### src/rtl/drt_pkg.sv
// Constants and types shared by the DDR3 timing sequencer files
package drt_pkg;
	// System clock and generated CK
	localparam int CLK_SYS_PS = 4000;
	localparam int CK_DIV     = 4;     // System cycles per CK period
	localparam int CK_HALF    = 2;     // System cycles of CK high
	localparam int TCK_PS     = CLK_SYS_PS * CK_DIV;
	localparam logic [1:0] CK_LAST   = 2'h3;   // Phase before CK rises
	localparam logic [1:0] CK_LAUNCH = 2'h2;   // Phase where pins update (CK low)
	localparam logic [1:0] CK_FALL   = 2'h1;   // Phase before CK falls

	// Times in their own units
	localparam int T_RFC_NS       = 110;
	localparam int T_REFI_NORM_NS = 7800;   // 7.8 us
	localparam int T_REFI_HOT_NS  = 3900;   // 3.9 us
	localparam int T_WR_NS        = 15;     // Write recovery, plain default

	// Timer width and counts in CK periods
	localparam int TW = 10;
	localparam logic [TW-1:0] RFC_NCK       = TW'((T_RFC_NS * 1000 + TCK_PS - 1) / TCK_PS);
	localparam logic [TW-1:0] REFI_NORM_NCK = TW'((T_REFI_NORM_NS * 1000) / TCK_PS);
	localparam logic [TW-1:0] REFI_HOT_NCK  = TW'((T_REFI_HOT_NS * 1000) / TCK_PS);
	localparam logic [TW-1:0] WR_CEIL_NCK   = TW'((T_WR_NS * 1000 + TCK_PS - 1) / TCK_PS);
	localparam logic [TW-1:0] WLMRD_NCK     = 10'h028;   // 40
	localparam logic [TW-1:0] WLDQSEN_NCK   = 10'h019;   // 25
	localparam logic [TW-1:0] REFPDEN_NCK   = 10'h001;
	localparam logic [TW-1:0] ZQCS_NCK      = 10'h040;   // 64
	localparam logic [TW-1:0] XP_NCK        = 10'h003;
	localparam logic [TW-1:0] XPDLL_NCK     = 10'h00A;
	localparam logic [TW-1:0] CKE_NCK       = 10'h003;
	localparam logic [TW-1:0] MPRR_NCK      = 10'h001;
	localparam logic [TW-1:0] BURST_NCK     = 10'h004;
	localparam logic [TW-1:0] WR_START_BL8  = 10'h004;
	localparam logic [TW-1:0] WR_START_BC4  = 10'h002;
	localparam logic [TW-1:0] ONE_NCK       = 10'h001;
	localparam logic [TW-1:0] SAT_NCK       = 10'h3FF;

	// Timer slots
	localparam int T_RFC     = 0;
	localparam int T_REFPD   = 1;
	localparam int T_WLMRD   = 2;
	localparam int T_WLDQSEN = 3;
	localparam int T_WRPD    = 4;
	localparam int T_MPR     = 5;
	localparam int T_ZQ      = 6;
	localparam int T_XP      = 7;
	localparam int T_XPDLL   = 8;
	localparam int T_CKE     = 9;
	localparam int NT        = 10;

	// Event slots of the elapsed-time counters
	localparam int E_REF = 0;
	localparam int E_WL  = 1;
	localparam int E_ZQ  = 2;
	localparam int E_WR  = 3;
	localparam int E_PDX = 4;
	localparam int E_MPR = 5;
	localparam int NE    = 6;

	// RAS#, CAS#, WE# encodings
	localparam logic [2:0] CMD_NOP = 3'h7;
	localparam logic [2:0] CMD_ACT = 3'h3;
	localparam logic [2:0] CMD_PRE = 3'h2;
	localparam logic [2:0] CMD_RD  = 3'h5;
	localparam logic [2:0] CMD_WR  = 3'h4;
	localparam logic [2:0] CMD_REF = 3'h1;
	localparam logic [2:0] CMD_MRS = 3'h0;
	localparam logic [2:0] CMD_ZQ  = 3'h6;

	localparam int AW = 14;
	localparam int BW = 3;
	localparam int CW = 5;

	typedef enum logic [3:0] {
		OP_NOP, OP_ACT, OP_PRE, OP_RD, OP_RDA, OP_WR, OP_WRA, OP_REF,
		OP_MRS, OP_ZQCS, OP_PDE, OP_PDX, OP_WL_ON, OP_WL_PULSE, OP_WL_OFF, OP_MPR_RD
	} drt_op_t;

	typedef enum logic [1:0] {ST_RUN, ST_WLVL, ST_PDOWN} drt_st_t;
endpackage

### src/rtl/drt_tmr_if.sv
// Interface between the sequencer and its spacing timers
`timescale 1ns/10ps
interface drt_tmr_if;
	logic                    tick;
	logic                    load [drt_pkg::NT];
	logic [drt_pkg::TW-1:0]  val  [drt_pkg::NT];
	logic                    busy [drt_pkg::NT];
	modport ctl (output tick, output load, output val, input busy);
	modport tmr (input tick, input load, input val, output busy);
endinterface

### src/rtl/drt_seq.sv
// DDR3 command sequencer that enforces refresh, leveling and power-down spacing
//
// Functional notes
// After write-leveling MRS, first DQS rising edge waits at least 40 CK.
// After write-leveling MRS, DQS stays undriven at least 25 CK.
// After REF, no ACT or REF until 110 ns have passed.
// Refresh every 7.8 us on average, 3.9 us when hot.
// READ, read with auto precharge and ODT need DLL-locked exit timing; there is no ODT output here, and MPR reads wait too.
// Write recovery nanoseconds convert to cycles rounding up for power-down spacing.
// With auto precharge, power-down spacing uses the programmed WR cycles.
// Device starts internal write 4 CK after WL, 2 for fixed BC4.
// CKE may drop while activate, precharge or refresh is in progress.
// Power-down entered during refresh adds DLL-locked exit time on exit.
// MRS after an MPR read burst waits for the burst and gap.
// Short ZQ calibration finishes within 64 CK; commands wait meanwhile.
// CK period may grow freely if refresh interval still holds.
// After REF, at least one CK before CKE goes low.
// Separate counters per spacing; violating commands are held back.
`timescale 1ns/10ps
module drt_seq (
	input  wire logic                    clk_sys,
	input  wire logic                    rst,
	input  wire logic                    cmd_valid,
	input  wire logic [3:0]              cmd_op,
	input  wire logic [drt_pkg::AW-1:0]  cmd_addr,
	input  wire logic [drt_pkg::BW-1:0]  cmd_ba,
	input  wire logic [drt_pkg::CW-1:0]  cfg_wl,
	input  wire logic [drt_pkg::CW-1:0]  cfg_rl,
	input  wire logic [drt_pkg::CW-1:0]  cfg_wr,
	input  wire logic                    cfg_bc4_mrs,
	input  wire logic                    temp_hot,
	input  wire logic                    dq0_fb_i,
	input  wire logic                    dqs_i,
	output wire logic                    cmd_ack,
	output wire logic                    ref_done,
	output wire logic                    wl_fb,
	output wire logic                    ck,
	output wire logic                    ck_n,
	output wire logic                    cke,
	output wire logic                    cs_n,
	output wire logic                    ras_n,
	output wire logic                    cas_n,
	output wire logic                    we_n,
	output wire logic [drt_pkg::AW-1:0]  addr,
	output wire logic [drt_pkg::BW-1:0]  ba,
	output wire logic                    dqs_o,
	output wire logic                    dqs_oe_n
);
	drt_tmr_if tif ();

	logic [1:0]               ph_q;
	logic                     ck_q;
	logic                     ck_n_q;
	logic                     launch;
	drt_pkg::drt_op_t         op;
	drt_pkg::drt_st_t         st_q;
	logic                     run_free;
	logic                     ok;
	logic                     ref_go;
	logic                     user_go;
	logic                     ref_any;
	logic                     ref_pend_q;
	logic [drt_pkg::TW-1:0]   refi_q;
	logic [drt_pkg::TW-1:0]   refi_top;
	logic [drt_pkg::TW-1:0]   wr_need;
	logic [drt_pkg::TW-1:0]   mpr_need;
	logic                     ref_in_pd_q;
	logic [2:0]               rcw_d;
	logic                     a10_d;
	logic [2:0]               rcw_q;
	logic                     cs_n_q;
	logic [drt_pkg::AW-1:0]   addr_q;
	logic [drt_pkg::BW-1:0]   ba_q;
	logic                     cke_q;
	logic                     dqs_q;
	logic                     dqs_oe_n_q;
	logic                     fb_s1_q;
	logic                     fb_s2_q;
	logic                     ack_q;
	logic                     ref_done_q;

	// Spacing timers, one per minimum
	genvar gi;
	generate
		for (gi = 0; gi < drt_pkg::NT; gi++) begin : g_tmr
			drt_timer #(.IDX(gi)) u_tmr (
				.clk_sys (clk_sys),
				.rst     (rst),
				.t       (tif)
			);
		end
	endgenerate

	// CK made by division; no second domain since this end owns the clock
	always_ff @(posedge clk_sys) begin
		if (rst) begin
			ph_q   <= 2'h0;
			ck_q   <= 1'b0;
			ck_n_q <= 1'b1;
		end else begin
			ph_q <= ph_q + 2'h1;
			if (ph_q == drt_pkg::CK_LAST) begin
				ck_q   <= 1'b1;
				ck_n_q <= 1'b0;
			end else if (ph_q == drt_pkg::CK_FALL) begin
				ck_q   <= 1'b0;
				ck_n_q <= 1'b1;
			end
		end
	end

	// Timers advance once per CK, at the edge where CK rises
	assign tif.tick = (ph_q == drt_pkg::CK_LAST);
	// Pins change mid-low so they are stable at the rising edge
	assign launch   = (ph_q == drt_pkg::CK_LAUNCH);
	assign op       = drt_pkg::drt_op_t'(cmd_op);

	// write start offset
	assign wr_need = {5'h00, cfg_wl} + (cfg_bc4_mrs ? drt_pkg::WR_START_BC4 : drt_pkg::WR_START_BL8)
		+ ((op == drt_pkg::OP_WRA) ? ({5'h00, cfg_wr} + drt_pkg::ONE_NCK) : drt_pkg::WR_CEIL_NCK);
	assign mpr_need = {5'h00, cfg_rl} + drt_pkg::BURST_NCK + drt_pkg::MPRR_NCK;

	// legality per command
	assign run_free = (st_q == drt_pkg::ST_RUN) && !tif.busy[drt_pkg::T_ZQ]
		&& !tif.busy[drt_pkg::T_XP];
	always_comb begin
		ok = 1'b0;
		case (op)
			drt_pkg::OP_NOP: ok = 1'b1;
			// refresh recovery
			drt_pkg::OP_ACT, drt_pkg::OP_REF: ok = run_free && !tif.busy[drt_pkg::T_RFC];
			// DLL-locked exit
			drt_pkg::OP_RD, drt_pkg::OP_RDA, drt_pkg::OP_MPR_RD: ok = run_free
				&& !tif.busy[drt_pkg::T_XPDLL];
			drt_pkg::OP_PRE, drt_pkg::OP_WR, drt_pkg::OP_WRA, drt_pkg::OP_ZQCS: ok = run_free;
			// MPR to MRS
			drt_pkg::OP_MRS, drt_pkg::OP_WL_ON: ok = run_free && !tif.busy[drt_pkg::T_MPR];
			// refresh may still run
			drt_pkg::OP_PDE: ok = run_free && !tif.busy[drt_pkg::T_REFPD]
				&& !tif.busy[drt_pkg::T_WRPD];
			drt_pkg::OP_PDX: ok = (st_q == drt_pkg::ST_PDOWN) && !tif.busy[drt_pkg::T_CKE];
			// leveling strobe delay
			drt_pkg::OP_WL_PULSE: ok = (st_q == drt_pkg::ST_WLVL) && !tif.busy[drt_pkg::T_WLMRD]
				&& !tif.busy[drt_pkg::T_WLDQSEN] && !dqs_q;
			drt_pkg::OP_WL_OFF: ok = (st_q == drt_pkg::ST_WLVL) && !dqs_q;
			default: ok = 1'b0;
		endcase
	end

	// in run mode a pending refresh goes first and holds user commands back
	assign ref_go  = launch && ref_pend_q && run_free && !tif.busy[drt_pkg::T_RFC];
	assign user_go = launch && cmd_valid && ok && !(ref_pend_q && (st_q == drt_pkg::ST_RUN));
	assign ref_any = ref_go || (user_go && (op == drt_pkg::OP_REF));

	// interval counted in CK periods derived from the actual CK period
	assign refi_top = temp_hot ? drt_pkg::REFI_HOT_NCK : drt_pkg::REFI_NORM_NCK;

	// interval counter; only one refresh is owed at a time
	always_ff @(posedge clk_sys) begin
		if (rst) begin
			refi_q     <= drt_pkg::REFI_NORM_NCK;
			ref_pend_q <= 1'b0;
		end else begin
			if (tif.tick) begin
				if (refi_q <= drt_pkg::ONE_NCK) begin
					refi_q <= refi_top;
				end else if (refi_q > refi_top) begin
					refi_q <= refi_top;
				end else begin
					refi_q <= refi_q - drt_pkg::ONE_NCK;
				end
			end
			// Set wins over clear
			if (tif.tick && (refi_q == drt_pkg::ONE_NCK)) begin
				ref_pend_q <= 1'b1;
			end else if (ref_go) begin
				ref_pend_q <= 1'b0;
			end
		end
	end

	// timer loads on issued commands that open a spacing window
	always_comb begin
		for (int i = 0; i < drt_pkg::NT; i++) begin
			tif.load[i] = 1'b0;
			tif.val[i]  = '0;
		end
		// refresh recovery window
		if (ref_any) begin
			tif.load[drt_pkg::T_RFC]   = 1'b1;
			tif.val[drt_pkg::T_RFC]    = drt_pkg::RFC_NCK;
			// one CK to power-down
			tif.load[drt_pkg::T_REFPD] = 1'b1;
			tif.val[drt_pkg::T_REFPD]  = drt_pkg::REFPDEN_NCK;
		end
		if (user_go) begin
			case (op)
				// rounded-up write recovery
				drt_pkg::OP_WR, drt_pkg::OP_WRA: begin
					// programmed WR cycles
					tif.load[drt_pkg::T_WRPD] = 1'b1;
					tif.val[drt_pkg::T_WRPD]  = wr_need;
				end
				// calibration busy window
				drt_pkg::OP_ZQCS: begin
					tif.load[drt_pkg::T_ZQ] = 1'b1;
					tif.val[drt_pkg::T_ZQ]  = drt_pkg::ZQCS_NCK;
				end
				// burst plus gap
				drt_pkg::OP_MPR_RD: begin
					tif.load[drt_pkg::T_MPR] = 1'b1;
					tif.val[drt_pkg::T_MPR]  = mpr_need;
				end
				// leveling strobe windows
				drt_pkg::OP_WL_ON: begin
					// One extra CK: the MRS edge itself is the first tick, and the
					// strobe pins move a system cycle ahead of the CK rise
					tif.load[drt_pkg::T_WLMRD]   = 1'b1;
					tif.val[drt_pkg::T_WLMRD]    = drt_pkg::WLMRD_NCK + drt_pkg::ONE_NCK;
					tif.load[drt_pkg::T_WLDQSEN] = 1'b1;
					tif.val[drt_pkg::T_WLDQSEN]  = drt_pkg::WLDQSEN_NCK + drt_pkg::ONE_NCK;
				end
				drt_pkg::OP_PDE: begin
					tif.load[drt_pkg::T_CKE] = 1'b1;
					tif.val[drt_pkg::T_CKE]  = drt_pkg::CKE_NCK;
				end
				// exit after refresh-time entry waits the longer time
				drt_pkg::OP_PDX: begin
					tif.load[drt_pkg::T_XP]    = 1'b1;
					tif.val[drt_pkg::T_XP]     = ref_in_pd_q ? drt_pkg::XPDLL_NCK : drt_pkg::XP_NCK;
					tif.load[drt_pkg::T_XPDLL] = 1'b1;
					tif.val[drt_pkg::T_XPDLL]  = drt_pkg::XPDLL_NCK;
				end
				default: ;
			endcase
		end
	end

	// Command encoding; deselect when nothing issues
	always_comb begin
		rcw_d = drt_pkg::CMD_NOP;
		a10_d = cmd_addr[10];
		if (ref_go) begin
			rcw_d = drt_pkg::CMD_REF;
		end else if (user_go) begin
			case (op)
				drt_pkg::OP_ACT: rcw_d = drt_pkg::CMD_ACT;
				drt_pkg::OP_PRE: rcw_d = drt_pkg::CMD_PRE;
				drt_pkg::OP_REF: rcw_d = drt_pkg::CMD_REF;
				drt_pkg::OP_RD, drt_pkg::OP_MPR_RD: begin
					rcw_d = drt_pkg::CMD_RD;
					a10_d = 1'b0;
				end
				drt_pkg::OP_RDA: begin
					rcw_d = drt_pkg::CMD_RD;
					a10_d = 1'b1;
				end
				drt_pkg::OP_WR: begin
					rcw_d = drt_pkg::CMD_WR;
					a10_d = 1'b0;
				end
				drt_pkg::OP_WRA: begin
					rcw_d = drt_pkg::CMD_WR;
					a10_d = 1'b1;
				end
				drt_pkg::OP_MRS, drt_pkg::OP_WL_ON, drt_pkg::OP_WL_OFF: rcw_d = drt_pkg::CMD_MRS;
				drt_pkg::OP_ZQCS: begin
					rcw_d = drt_pkg::CMD_ZQ;
					a10_d = 1'b0;
				end
				default: rcw_d = drt_pkg::CMD_NOP;
			endcase
		end
	end

	// Command pins, held for one CK each
	always_ff @(posedge clk_sys) begin
		if (rst) begin
			rcw_q  <= drt_pkg::CMD_NOP;
			cs_n_q <= 1'b1;
			addr_q <= '0;
			ba_q   <= '0;
		end else if (launch) begin
			rcw_q  <= rcw_d;
			cs_n_q <= (rcw_d == drt_pkg::CMD_NOP);
			addr_q <= {cmd_addr[13:11], a10_d, cmd_addr[9:0]};
			ba_q   <= cmd_ba;
		end
	end

	// Mode state, CKE and refresh-in-entry flag
	always_ff @(posedge clk_sys) begin
		if (rst) begin
			st_q        <= drt_pkg::ST_RUN;
			cke_q       <= 1'b1;
			ref_in_pd_q <= 1'b0;
		end else if (user_go) begin
			case (op)
				drt_pkg::OP_WL_ON: st_q <= drt_pkg::ST_WLVL;
				drt_pkg::OP_WL_OFF: st_q <= drt_pkg::ST_RUN;
				// entry allowed while refresh runs
				drt_pkg::OP_PDE: begin
					st_q        <= drt_pkg::ST_PDOWN;
					cke_q       <= 1'b0;
					ref_in_pd_q <= tif.busy[drt_pkg::T_RFC];
				end
				drt_pkg::OP_PDX: begin
					st_q  <= drt_pkg::ST_RUN;
					cke_q <= 1'b1;
				end
				default: ;
			endcase
		end
	end

	// Leveling strobe: one CK high per pulse; driver off outside leveling
	always_ff @(posedge clk_sys) begin
		if (rst) begin
			dqs_q      <= 1'b0;
			dqs_oe_n_q <= 1'b1;
		end else begin
			if (launch) begin
				dqs_q <= user_go && (op == drt_pkg::OP_WL_PULSE);
			end
			// strobe driver enable delay; off together with leaving leveling
			dqs_oe_n_q <= !((st_q == drt_pkg::ST_WLVL) && !tif.busy[drt_pkg::T_WLDQSEN]
				&& !(user_go && (op == drt_pkg::OP_WL_OFF)));
		end
	end

	// Leveling feedback from a pin, two flops before use
	always_ff @(posedge clk_sys) begin
		if (rst) begin
			fb_s1_q    <= 1'b0;
			fb_s2_q    <= 1'b0;
			ack_q      <= 1'b0;
			ref_done_q <= 1'b0;
		end else begin
			fb_s1_q    <= dq0_fb_i;
			fb_s2_q    <= fb_s1_q;
			ack_q      <= user_go;
			ref_done_q <= ref_go;
		end
	end

	assign cmd_ack  = ack_q;
	assign ref_done = ref_done_q;
	assign wl_fb    = fb_s2_q;
	assign ck       = ck_q;
	assign ck_n     = ck_n_q;
	assign cke      = cke_q;
	assign cs_n     = cs_n_q;
	assign ras_n    = rcw_q[2];
	assign cas_n    = rcw_q[1];
	assign we_n     = rcw_q[0];
	assign addr     = addr_q;
	assign ba       = ba_q;
	assign dqs_o    = dqs_q;
	assign dqs_oe_n = dqs_oe_n_q;

	// Checking aid: CK periods since each event, saturating
	logic                   ev [drt_pkg::NE];
	logic [drt_pkg::TW-1:0] since_q [drt_pkg::NE];
	logic [drt_pkg::TW-1:0] wr_need_q;
	logic [drt_pkg::TW-1:0] mpr_need_q;
	assign ev[drt_pkg::E_REF] = ref_any;
	assign ev[drt_pkg::E_WL]  = user_go && (op == drt_pkg::OP_WL_ON);
	assign ev[drt_pkg::E_ZQ]  = user_go && (op == drt_pkg::OP_ZQCS);
	assign ev[drt_pkg::E_WR]  = user_go && ((op == drt_pkg::OP_WR) || (op == drt_pkg::OP_WRA));
	assign ev[drt_pkg::E_PDX] = user_go && (op == drt_pkg::OP_PDX);
	assign ev[drt_pkg::E_MPR] = user_go && (op == drt_pkg::OP_MPR_RD);
	for (gi = 0; gi < drt_pkg::NE; gi++) begin : g_since
		always_ff @(posedge clk_sys) begin
			if (rst) begin
				since_q[gi] <= drt_pkg::SAT_NCK;
			end else if (ev[gi]) begin
				since_q[gi] <= '0;
			end else if (tif.tick && (since_q[gi] != drt_pkg::SAT_NCK)) begin
				since_q[gi] <= since_q[gi] + drt_pkg::ONE_NCK;
			end
		end
	end
	always_ff @(posedge clk_sys) begin
		if (rst) begin
			wr_need_q  <= '0;
			mpr_need_q <= '0;
		end else begin
			if (ev[drt_pkg::E_WR]) wr_need_q <= wr_need;
			if (ev[drt_pkg::E_MPR]) mpr_need_q <= mpr_need;
		end
	end

	// first strobe edge spacing; count includes the MRS edge, so strictly more
	property p_wlmrd;
		@(posedge clk_sys) disable iff (rst)
		(user_go && (op == drt_pkg::OP_WL_PULSE)) |-> (since_q[drt_pkg::E_WL] > drt_pkg::WLMRD_NCK);
	endproperty
	a_wlmrd: assert property (p_wlmrd) else $error("strobe edge too early");
	// pulse shape
	property p_pulse;
		@(posedge clk_sys) disable iff (rst)
		(user_go && (op == drt_pkg::OP_WL_PULSE)) |=> dqs_o [*4] ##1 !dqs_o;
	endproperty
	a_pulse: assert property (p_pulse) else $error("strobe pulse not one CK");
	// driver stays off
	property p_wldqsen;
		@(posedge clk_sys) disable iff (rst)
		!dqs_oe_n |-> (since_q[drt_pkg::E_WL] > drt_pkg::WLDQSEN_NCK) && (st_q == drt_pkg::ST_WLVL);
	endproperty
	a_wldqsen: assert property (p_wldqsen) else $error("strobe driven too early");
	// refresh recovery
	property p_rfc;
		@(posedge clk_sys) disable iff (rst)
		(ref_any || (user_go && (op == drt_pkg::OP_ACT))) |->
			(since_q[drt_pkg::E_REF] >= drt_pkg::RFC_NCK);
	endproperty
	a_rfc: assert property (p_rfc) else $error("ACT or REF inside refresh time");
	// refresh owed at interval end
	property p_refi;
		@(posedge clk_sys) disable iff (rst)
		(tif.tick && (refi_q == drt_pkg::ONE_NCK)) |=> ref_pend_q;
	endproperty
	a_refi: assert property (p_refi) else $error("refresh not requested");
	// owed refresh goes out once calibration or exit time lets it
	property p_refnow;
		@(posedge clk_sys) disable iff (rst)
		(ref_pend_q && (st_q == drt_pkg::ST_RUN)) |-> ##[0:300] ref_done;
	endproperty
	a_refnow: assert property (p_refnow) else $error("owed refresh not issued");
	// DLL commands after exit
	property p_dll;
		@(posedge clk_sys) disable iff (rst)
		(user_go && ((op == drt_pkg::OP_RD) || (op == drt_pkg::OP_RDA))) |->
			(since_q[drt_pkg::E_PDX] >= drt_pkg::XPDLL_NCK);
	endproperty
	a_dll: assert property (p_dll) else $error("read before DLL exit time");
	// write to power-down
	property p_wrpd;
		@(posedge clk_sys) disable iff (rst)
		(user_go && (op == drt_pkg::OP_PDE)) |-> (since_q[drt_pkg::E_WR] >= wr_need_q);
	endproperty
	a_wrpd: assert property (p_wrpd) else $error("power-down too soon after write");
	// MPR to MRS
	property p_mpr;
		@(posedge clk_sys) disable iff (rst)
		(launch && (rcw_d == drt_pkg::CMD_MRS)) |-> (since_q[drt_pkg::E_MPR] >= mpr_need_q);
	endproperty
	a_mpr: assert property (p_mpr) else $error("MRS too soon after MPR read");
	// calibration quiet time
	property p_zq;
		@(posedge clk_sys) disable iff (rst)
		(ref_go || (user_go && (op != drt_pkg::OP_NOP))) |-> (since_q[drt_pkg::E_ZQ] >= drt_pkg::ZQCS_NCK);
	endproperty
	a_zq: assert property (p_zq) else $error("command during calibration");
	// refresh to power-down
	property p_refpd;
		@(posedge clk_sys) disable iff (rst)
		(user_go && (op == drt_pkg::OP_PDE)) |-> (since_q[drt_pkg::E_REF] >= drt_pkg::REFPDEN_NCK);
	endproperty
	a_refpd: assert property (p_refpd) else $error("CKE low right at refresh");
	// CKE low width
	property p_cke;
		@(posedge clk_sys) disable iff (rst)
		(user_go && (op == drt_pkg::OP_PDE)) |=> !cke [*8];
	endproperty
	a_cke: assert property (p_cke) else $error("CKE low pulse too short");
endmodule

### src/rtl/drt_timer.sv
// One spacing timer counting CK periods down to zero
`timescale 1ns/10ps
module drt_timer #(
	parameter int IDX = 0
) (
	input wire logic clk_sys,
	input wire logic rst,
	drt_tmr_if.tmr   t
);
	logic [drt_pkg::TW-1:0] cnt_q;

	// Load wins over the count so a new command restarts its window
	always_ff @(posedge clk_sys) begin
		if (rst) begin
			cnt_q <= '0;
		end else if (t.load[IDX]) begin
			cnt_q <= t.val[IDX];
		end else if (t.tick && (cnt_q != '0)) begin
			cnt_q <= cnt_q - drt_pkg::ONE_NCK;
		end
	end

	// Busy while any part of the minimum is still open
	assign t.busy[IDX] = (cnt_q != '0);
endmodule

### config.mk
export PLATFORM = sky130hd
export DESIGN_NAME = drt_seq
export DESIGN_NICKNAME = d
export VERILOG_FILES = /design/src/rtl/drt_pkg.sv /design/src/rtl/drt_tmr_if.sv /design/src/rtl/drt_seq.sv /design/src/rtl/drt_timer.sv
export SDC_FILE = /design/constraint.sdc
export NUM_CORES = 1
export LEC_CHECK = 0
export BUFFER_PORTS_ARGS = -buffer_cell sky130_fd_sc_hd__clkbuf_2
export CAP_MARGIN = 10
export CELL_PAD_IN_SITES_DETAIL_PLACEMENT = 2
export CELL_PAD_IN_SITES_GLOBAL_PLACEMENT = 2
export CORE_ASPECT_RATIO = 0.6
export CORE_UTILIZATION = 39
export DETAILED_ROUTE_END_ITERATION = 10
export GPL_TIMING_DRIVEN = 0
export PLACE_DENSITY = 0.91
export SYNTH_ARGS = -nofsm -noshare
export SYNTH_HDL_FRONTEND = slang
export SYNTH_SLANG_ARGS = --single-unit
### constraint.sdc
create_clock -name clk_sys -period 7.3 [get_ports clk_sys]
set_clock_uncertainty 0.2 [all_clocks]
set_input_delay 1.095 -clock clk_sys [delete_from_list [all_inputs] [get_ports clk_sys]]
set_output_delay 1.095 -clock clk_sys [all_outputs]
set_load 0.05 [all_outputs]
### Word-level counts from Yosys, hierarchy flattened

Cells that the tools add are included.

| word-level totals | value |
|---|---|
| flip-flop bits (word level) | 146 |
| latch bits | 0 |
| memory bits (writable) | 0 |
| ROM bits | 0 |
| input bits | 43 |
| output and inout bits | 29 |
| logic and storage cells | 214 |
| memories kept | 0 |

| operators by class | value |
|---|---|
| add/sub/neg operators | 17 |
| $mul | 0 |
| div/mod/pow operators | 0 |
| order comparisons | 2 |
| eq/ne operators | 22 |
| shift-type cells | 0 |
| multiplexer cells | 57 |
| bitwise gates (word level) | 0 |
| reduce and logical (&&, ||, !) cells | 88 |

Operators with widths:

| operator | count |
|---|---|
| $mux 10 | 22 |
| $sub 10x1->10 const B | 11 |
| $reduce_bool 10->1 | 10 |
| $mux 76 | 1 |
| $logic_and 1x1->1 | 35 |
| $eq 4x4->1 const B | 8 |
| $reduce_bool 2->1 | 13 |
| $mux 7 | 3 |
| $pmux 3 s7 | 1 |
| $eq 4x3->1 const B | 4 |
| $mux 16 | 1 |
| $logic_not 1->1 | 14 |
| $mux 14 | 1 |
| $mux 13 | 1 |
| $mux 1 | 12 |
| $eq 10x1->1 const B | 1 |
| $gt 10x9->1 | 1 |
| $le 10x1->1 const B | 1 |
| $reduce_or 2->1 | 5 |
| $mux 3 | 3 |
| $mux 9 | 1 |
| $pmux 1 s9 | 1 |
| $eq 4x2->1 const B | 2 |
| $mux 2 | 4 |
| 22 further kinds | 30 |

### Longest topological paths before layout

| logic depth | value |
|---|---|
| depth in word-level cells | 13 |
| mapped depth | 13 |
| gate-level depth less buffers | 12 |

### Worst setup path after synthesis

OpenSTA, ideal clock, no wires.

| timing | value |
|---|---|
| path kind | input -> register |
| start | input cmd_op[0] |
| end | register g_tmr[4].u_tmr.cnt_q[5] (netlist bit) |
| setup time | 86 ps |
| arrival time | 3512 ps |
| required time | 7014 ps |
| setup slack | 3503 ps |
| stages on the path | 12 |
| path buffers | 2 |
| cells stage by stage | clkbuf_1 -> buf_2 -> nor3_1 -> and2_1 -> fa_1 -> ha_1 -> fa_1 -> a21o_1 -> a21oi_1 -> xnor2_1 -> nor2_1 -> a211oi_1 |

| on the way | value |
|---|---|
| longest elaborated chain between the ends | 7 |
| elaborated cells between the ends (all ways) | 32 |
| those cells by class | 1 x add/sub; 15 x eq/ne; 7 x mux; 9 x reduce/logical |

RTL lines:

| what | line | text |
|---|---|---|
| from (decl) | drt_seq.sv:24 | `input wire logic [3:0] cmd_op,` |
| parallel branches: the longest is 7 deep, another holds $add 6x6->7 | n/a |  |
| to (signal assigned) | drt_timer.sv:17 | `cnt_q <= t.val[IDX];` |
| to (signal assigned) | drt_timer.sv:19 | `cnt_q <= cnt_q - drt_pkg::ONE_NCK;` |
| to (decl) | drt_timer.sv:10 | `logic [drt_pkg::TW-1:0] cnt_q;` |

Several ways; the timed one is not identified.
A chain may end at the register's enable or synchronous reset.

### Final worst setup path

| timing | value |
|---|---|
| start | input cmd_op[3] |
| end | register g_tmr[4].u_tmr.cnt_q[5] (netlist bit) |

The elaborated chain is that of the path after synthesis.

==> flow_summary.json <==
{
  "coreArea_mm2": 0.0191,
  "fp-row-count": 39,
  "synth_area_mm2": 0.00766,
  "rsz0062_at_grt": "false",
  "grt_max_degree": 17,
  "antenna_found_initial": 3,
  "drtIter0Drc": 305,
  "worst-path-max-fanout": 10,
  "syn_to_final_growth_pct": 17.3,
  "die_area_mm2": 0.0202,
  "die_y_um": 111,
  "drv_slew": 0,
  "min_period_over_period": 0.559,
  "gr-total-overflow": 0,
  "final_hold_viol_count": 0,
  "wl_um": 27800,
  "max_slew_margin": 0.403,
  "ctsResizeCount": 0,
  "numCtsBuffers": 17,
  "layout.cells.non_filler": 1250,
  "gp_congestion": 0.852,
  "netlist.area_leader.share": 0.382,
  "antenna_left": 0,
  "maxClockFrequency_mhz": 245,
  "cts.sink_count": 146,
  "crit_path_frequent_cell": "fa_1",
  "drive_gt1_frac": 0.133,
  "period_needed_ns": 4.08,
  "async_flop_share": 0,
  "clk_pin_slew_worst_paths_ns": 0.06,
  "drc": 0,
  "synth-seq-cells": 146,
  "grt_usage": 0.285,
  "dp.cells": 1217,
  "maxCapViolations": 0,
  "synth.area.mux_share": 0.0381,
  "p_per_area_mw_per_mm2": 228,
  "postSynthCellCount": 882,
  "fin_tns_setup_ns": 0,
  "cp.arrival_ns": 4.24,
  "initial_core_util": 0.400,
  "cp_cell_sequence": "clkbuf_2 -> buf_2 -> nand2b_1 -> nor3_1 -> and2_1 -> fa_1 -> ha_1 -> fa_1 -> a21o_1 -> a21oi_1 -> xnor2_1 -> nor2_1 -> a211oi_1",
  "postLayoutCoreUtil": 0.470,
  "grt_pass1_wl_um": 44400,
  "ys_seq_area_frac": 0.382,
  "yosysWarningCount": 0,
  "path_buf_inv": 2,
  "tightest_slew_ns": 0.893,
  "path_delay_family": "adder cells",
  "synth_compound_area_frac": 0.119,
  "pin_count": 72,
  "syn_nets": 967,
  "nets": 1055,
  "status": "complete, no violations",
  "tritoncts": "done",
  "cts_max_level": 4,
  "synth.distinct_cells": 73,
  "place.detailed.hpwl_um": 19000,
  "post-synth-top-area-cell": "dfxtp_1",
  "p_leak_nw": 3.60,
  "ctsRootBufferMaster": "clkbuf_16",
  "drt_first_pass_iters": 5,
  "critPathCaptureType": "flop",
  "worst_setup_path_start_kind": "primary input",
  "max-vdd-ir-drop_v": 0.000165,
  "slowest_delay_ns": 0.44,
  "cts_setup_buffers": 0,
  "synth_area_per_cell_um2": 8.68,
  "synth_xor_area_frac": 0.104,
  "synth_fa_ha_area_frac": 0.0715,
  "wl_per_cell_um": 22.2,
  "holdWs_ns": 0.259,
  "criticalPathCategory": "primary input to flop",
  "port_buffers": 69,
  "ys.flop_type": "dfxtp_1",
  "power_mw": 2.05,
  "hold_path.class": "flop to flop",
  "synth_edf_count": 0,
  "worstPathRequired_ns": 7.45,
  "synth_top_family_by_area": "simple AND/OR/NAND/NOR gates",
  "grt_pass1_vias": 7924,
  "slowest_stage": "fa_1",
  "synth-simple-area-share": 0.244,
  "die_w_um": 183,
  "num_vias": 6984,
  "finalSetupViolCount": 0,
  "clk-insertion-delay-late_ns": 0.45,
  "synthTopCellsByArea": "dfxtp_1 38%, nor2_1 7.3%, xnor2_1 7.0%, ha_1 6.4%, mux2i_1 3.7%",
  "clockBufferDepth": 2,
  "fillers": 2114,
  "hold_buffers": 0,
  "vias_per_cell": 5.59
}
-- cell families after synthesis --
family | Yosys count
adders and majority gates | 42
AOI/OAI and AO/OA | 128
buffers and inverters | 79
xor gates and xnor gates | 91
muxes | 29
DFF | 146
and+or+nand+nor | 367
-- per-stage QoR --
step | instance area [µm²] | setup slack (ns)
floorplan | 7660 | 3.50
detailed placement | 8340 | 2.84
CTS | 8980 | 3.24
finish | 8980 | 3.22
global placement | 8340 | 3.00
global route | 8980 | 2.98
-- cells in the final DEF (no fill, tap or decap), types with 16 or more instances in the layout --
cell,synthesis,layout
clkbuf_2,1,70
xor2_1,30,30
nand2_1,46,46
o21ai_0,23,23
mux2i_1,28,28
nand3_1,19,19
dfxtp_1,146,146
or3_1,16,16
nor3_1,25,25
nor2_1,149,149
a21oi_1,39,39
nor4_1,20,20
clkbuf_16,0,17
clkbuf_1,22,23
inv_1,43,43
xnor2_1,61,61
a211oi_1,16,16
ha_1,39,39
-- cell type report --
class | count | area, µm² | share of cell area
clock inverters | 14 | 213 | 0.0237
inverters | 44 | 165 | 0.0184
diodes | 1 | 2.50 | 0.000279
well taps | 266 | 333 | 0.0371
clock buffers | 18 | 429 | 0.0478
repair buffers | 69 | 345 | 0.0384
multi-input cells | 657 | 4420 | 0.492
plain buffers | 35 | 156 | 0.0174
flip-flops and latches | 146 | 2920 | 0.325
-- cell usage after synthesis, types with 3 or more instances --
cell type	n
nor2_1	149
dfxtp_1	146
xnor2_1	61
nand2_1	46
inv_1	43
a21oi_1	39
ha_1	39
xor2_1	30
mux2i_1	28
nor3_1	25
o21ai_0	23
clkbuf_1	22
nor4_1	20
nand3_1	19
a211oi_1	16
or3_1	16
nand2b_1	12
nor2b_1	12
nand3b_1	9
nand4_1	9
buf_2	7
a31oi_1	6
and2_1	6
and3_1	5
and4_1	5
or4_1	5
a21o_1	4
nand4b_1	4
nor4b_1	4
or2_1	4
a22oi_1	3
fa_1	3
nor3b_1	3
o31ai_1	3
or4_4	3
or4b_1	3
-- routing by layer --
metal / track usage / share of wire / vias to the layer above
li1: - / - / 3243
met2: 0.475 / 0.48 / 185
met3: 0.0785 / 0.054 / 60
met1: 0.349 / 0.44 / 3492
met5: 0 / 0.00094 / -
met4: 0.103 / 0.024 / 4
-- path summary, 6_finish.rpt --
path                                             start                                    to  slack (ns)  cells past startpoint
hold / removal                      fb_s1_q$_SDFF_PP0_                      wl_fb$_SDFF_PP0_        0.26                      1
setup / recovery                             cmd_op[3]  g_tmr[4].u_tmr.cnt_q[5]$_SDFFE_PP0P_        3.22                     13
setup reg to reg  g_tmr[3].u_tmr.cnt_q[0]$_SDFFE_PP0P_  g_tmr[2].u_tmr.cnt_q[9]$_SDFFE_PP0P_        3.51                     10
hold reg to reg                     fb_s1_q$_SDFF_PP0_                      wl_fb$_SDFF_PP0_        0.26                      1
-- state kept, by name (all words and copies together) (netlist names) --
signal	count
dqs_o	1
ck	1
fb_s1_q	1
ck_n	1
ref_done	1
cs_n	1
g_tmr.u_tmr.cnt_q	100
addr	14
ph_q	2
dqs_oe_n	1
wl_fb	1
ref_in_pd_q	1
ref_pend_q	1
cke	1
rcw_q	3
cmd_ack	1
st_q	2
ba	3
refi_q	10
-- worst register-to-register path: stages (launching register included) --
cell and delay (ns):
dfxtp_1 0.33, inv_1 0.13, ha_1 0.22, nor4b_1 0.40
nand4_1 0.33, nor4_1 0.48, o31a_1 0.48, o311ai_2 0.39
nand2b_1 0.34, buf_2 0.29, nor2_1 0.08
-- power by group --
part           total [mW]  internal [mW]  switching [mW]  leakage (nW)
Clock               0.984          0.605           0.379         0.314
Sequential          0.829          0.813          0.0154          1.18
Combinational       0.233         0.0759           0.157          2.11
Total                2.05           1.49           0.552          3.60
Note: power is estimated with default switching activity, not from simulation.
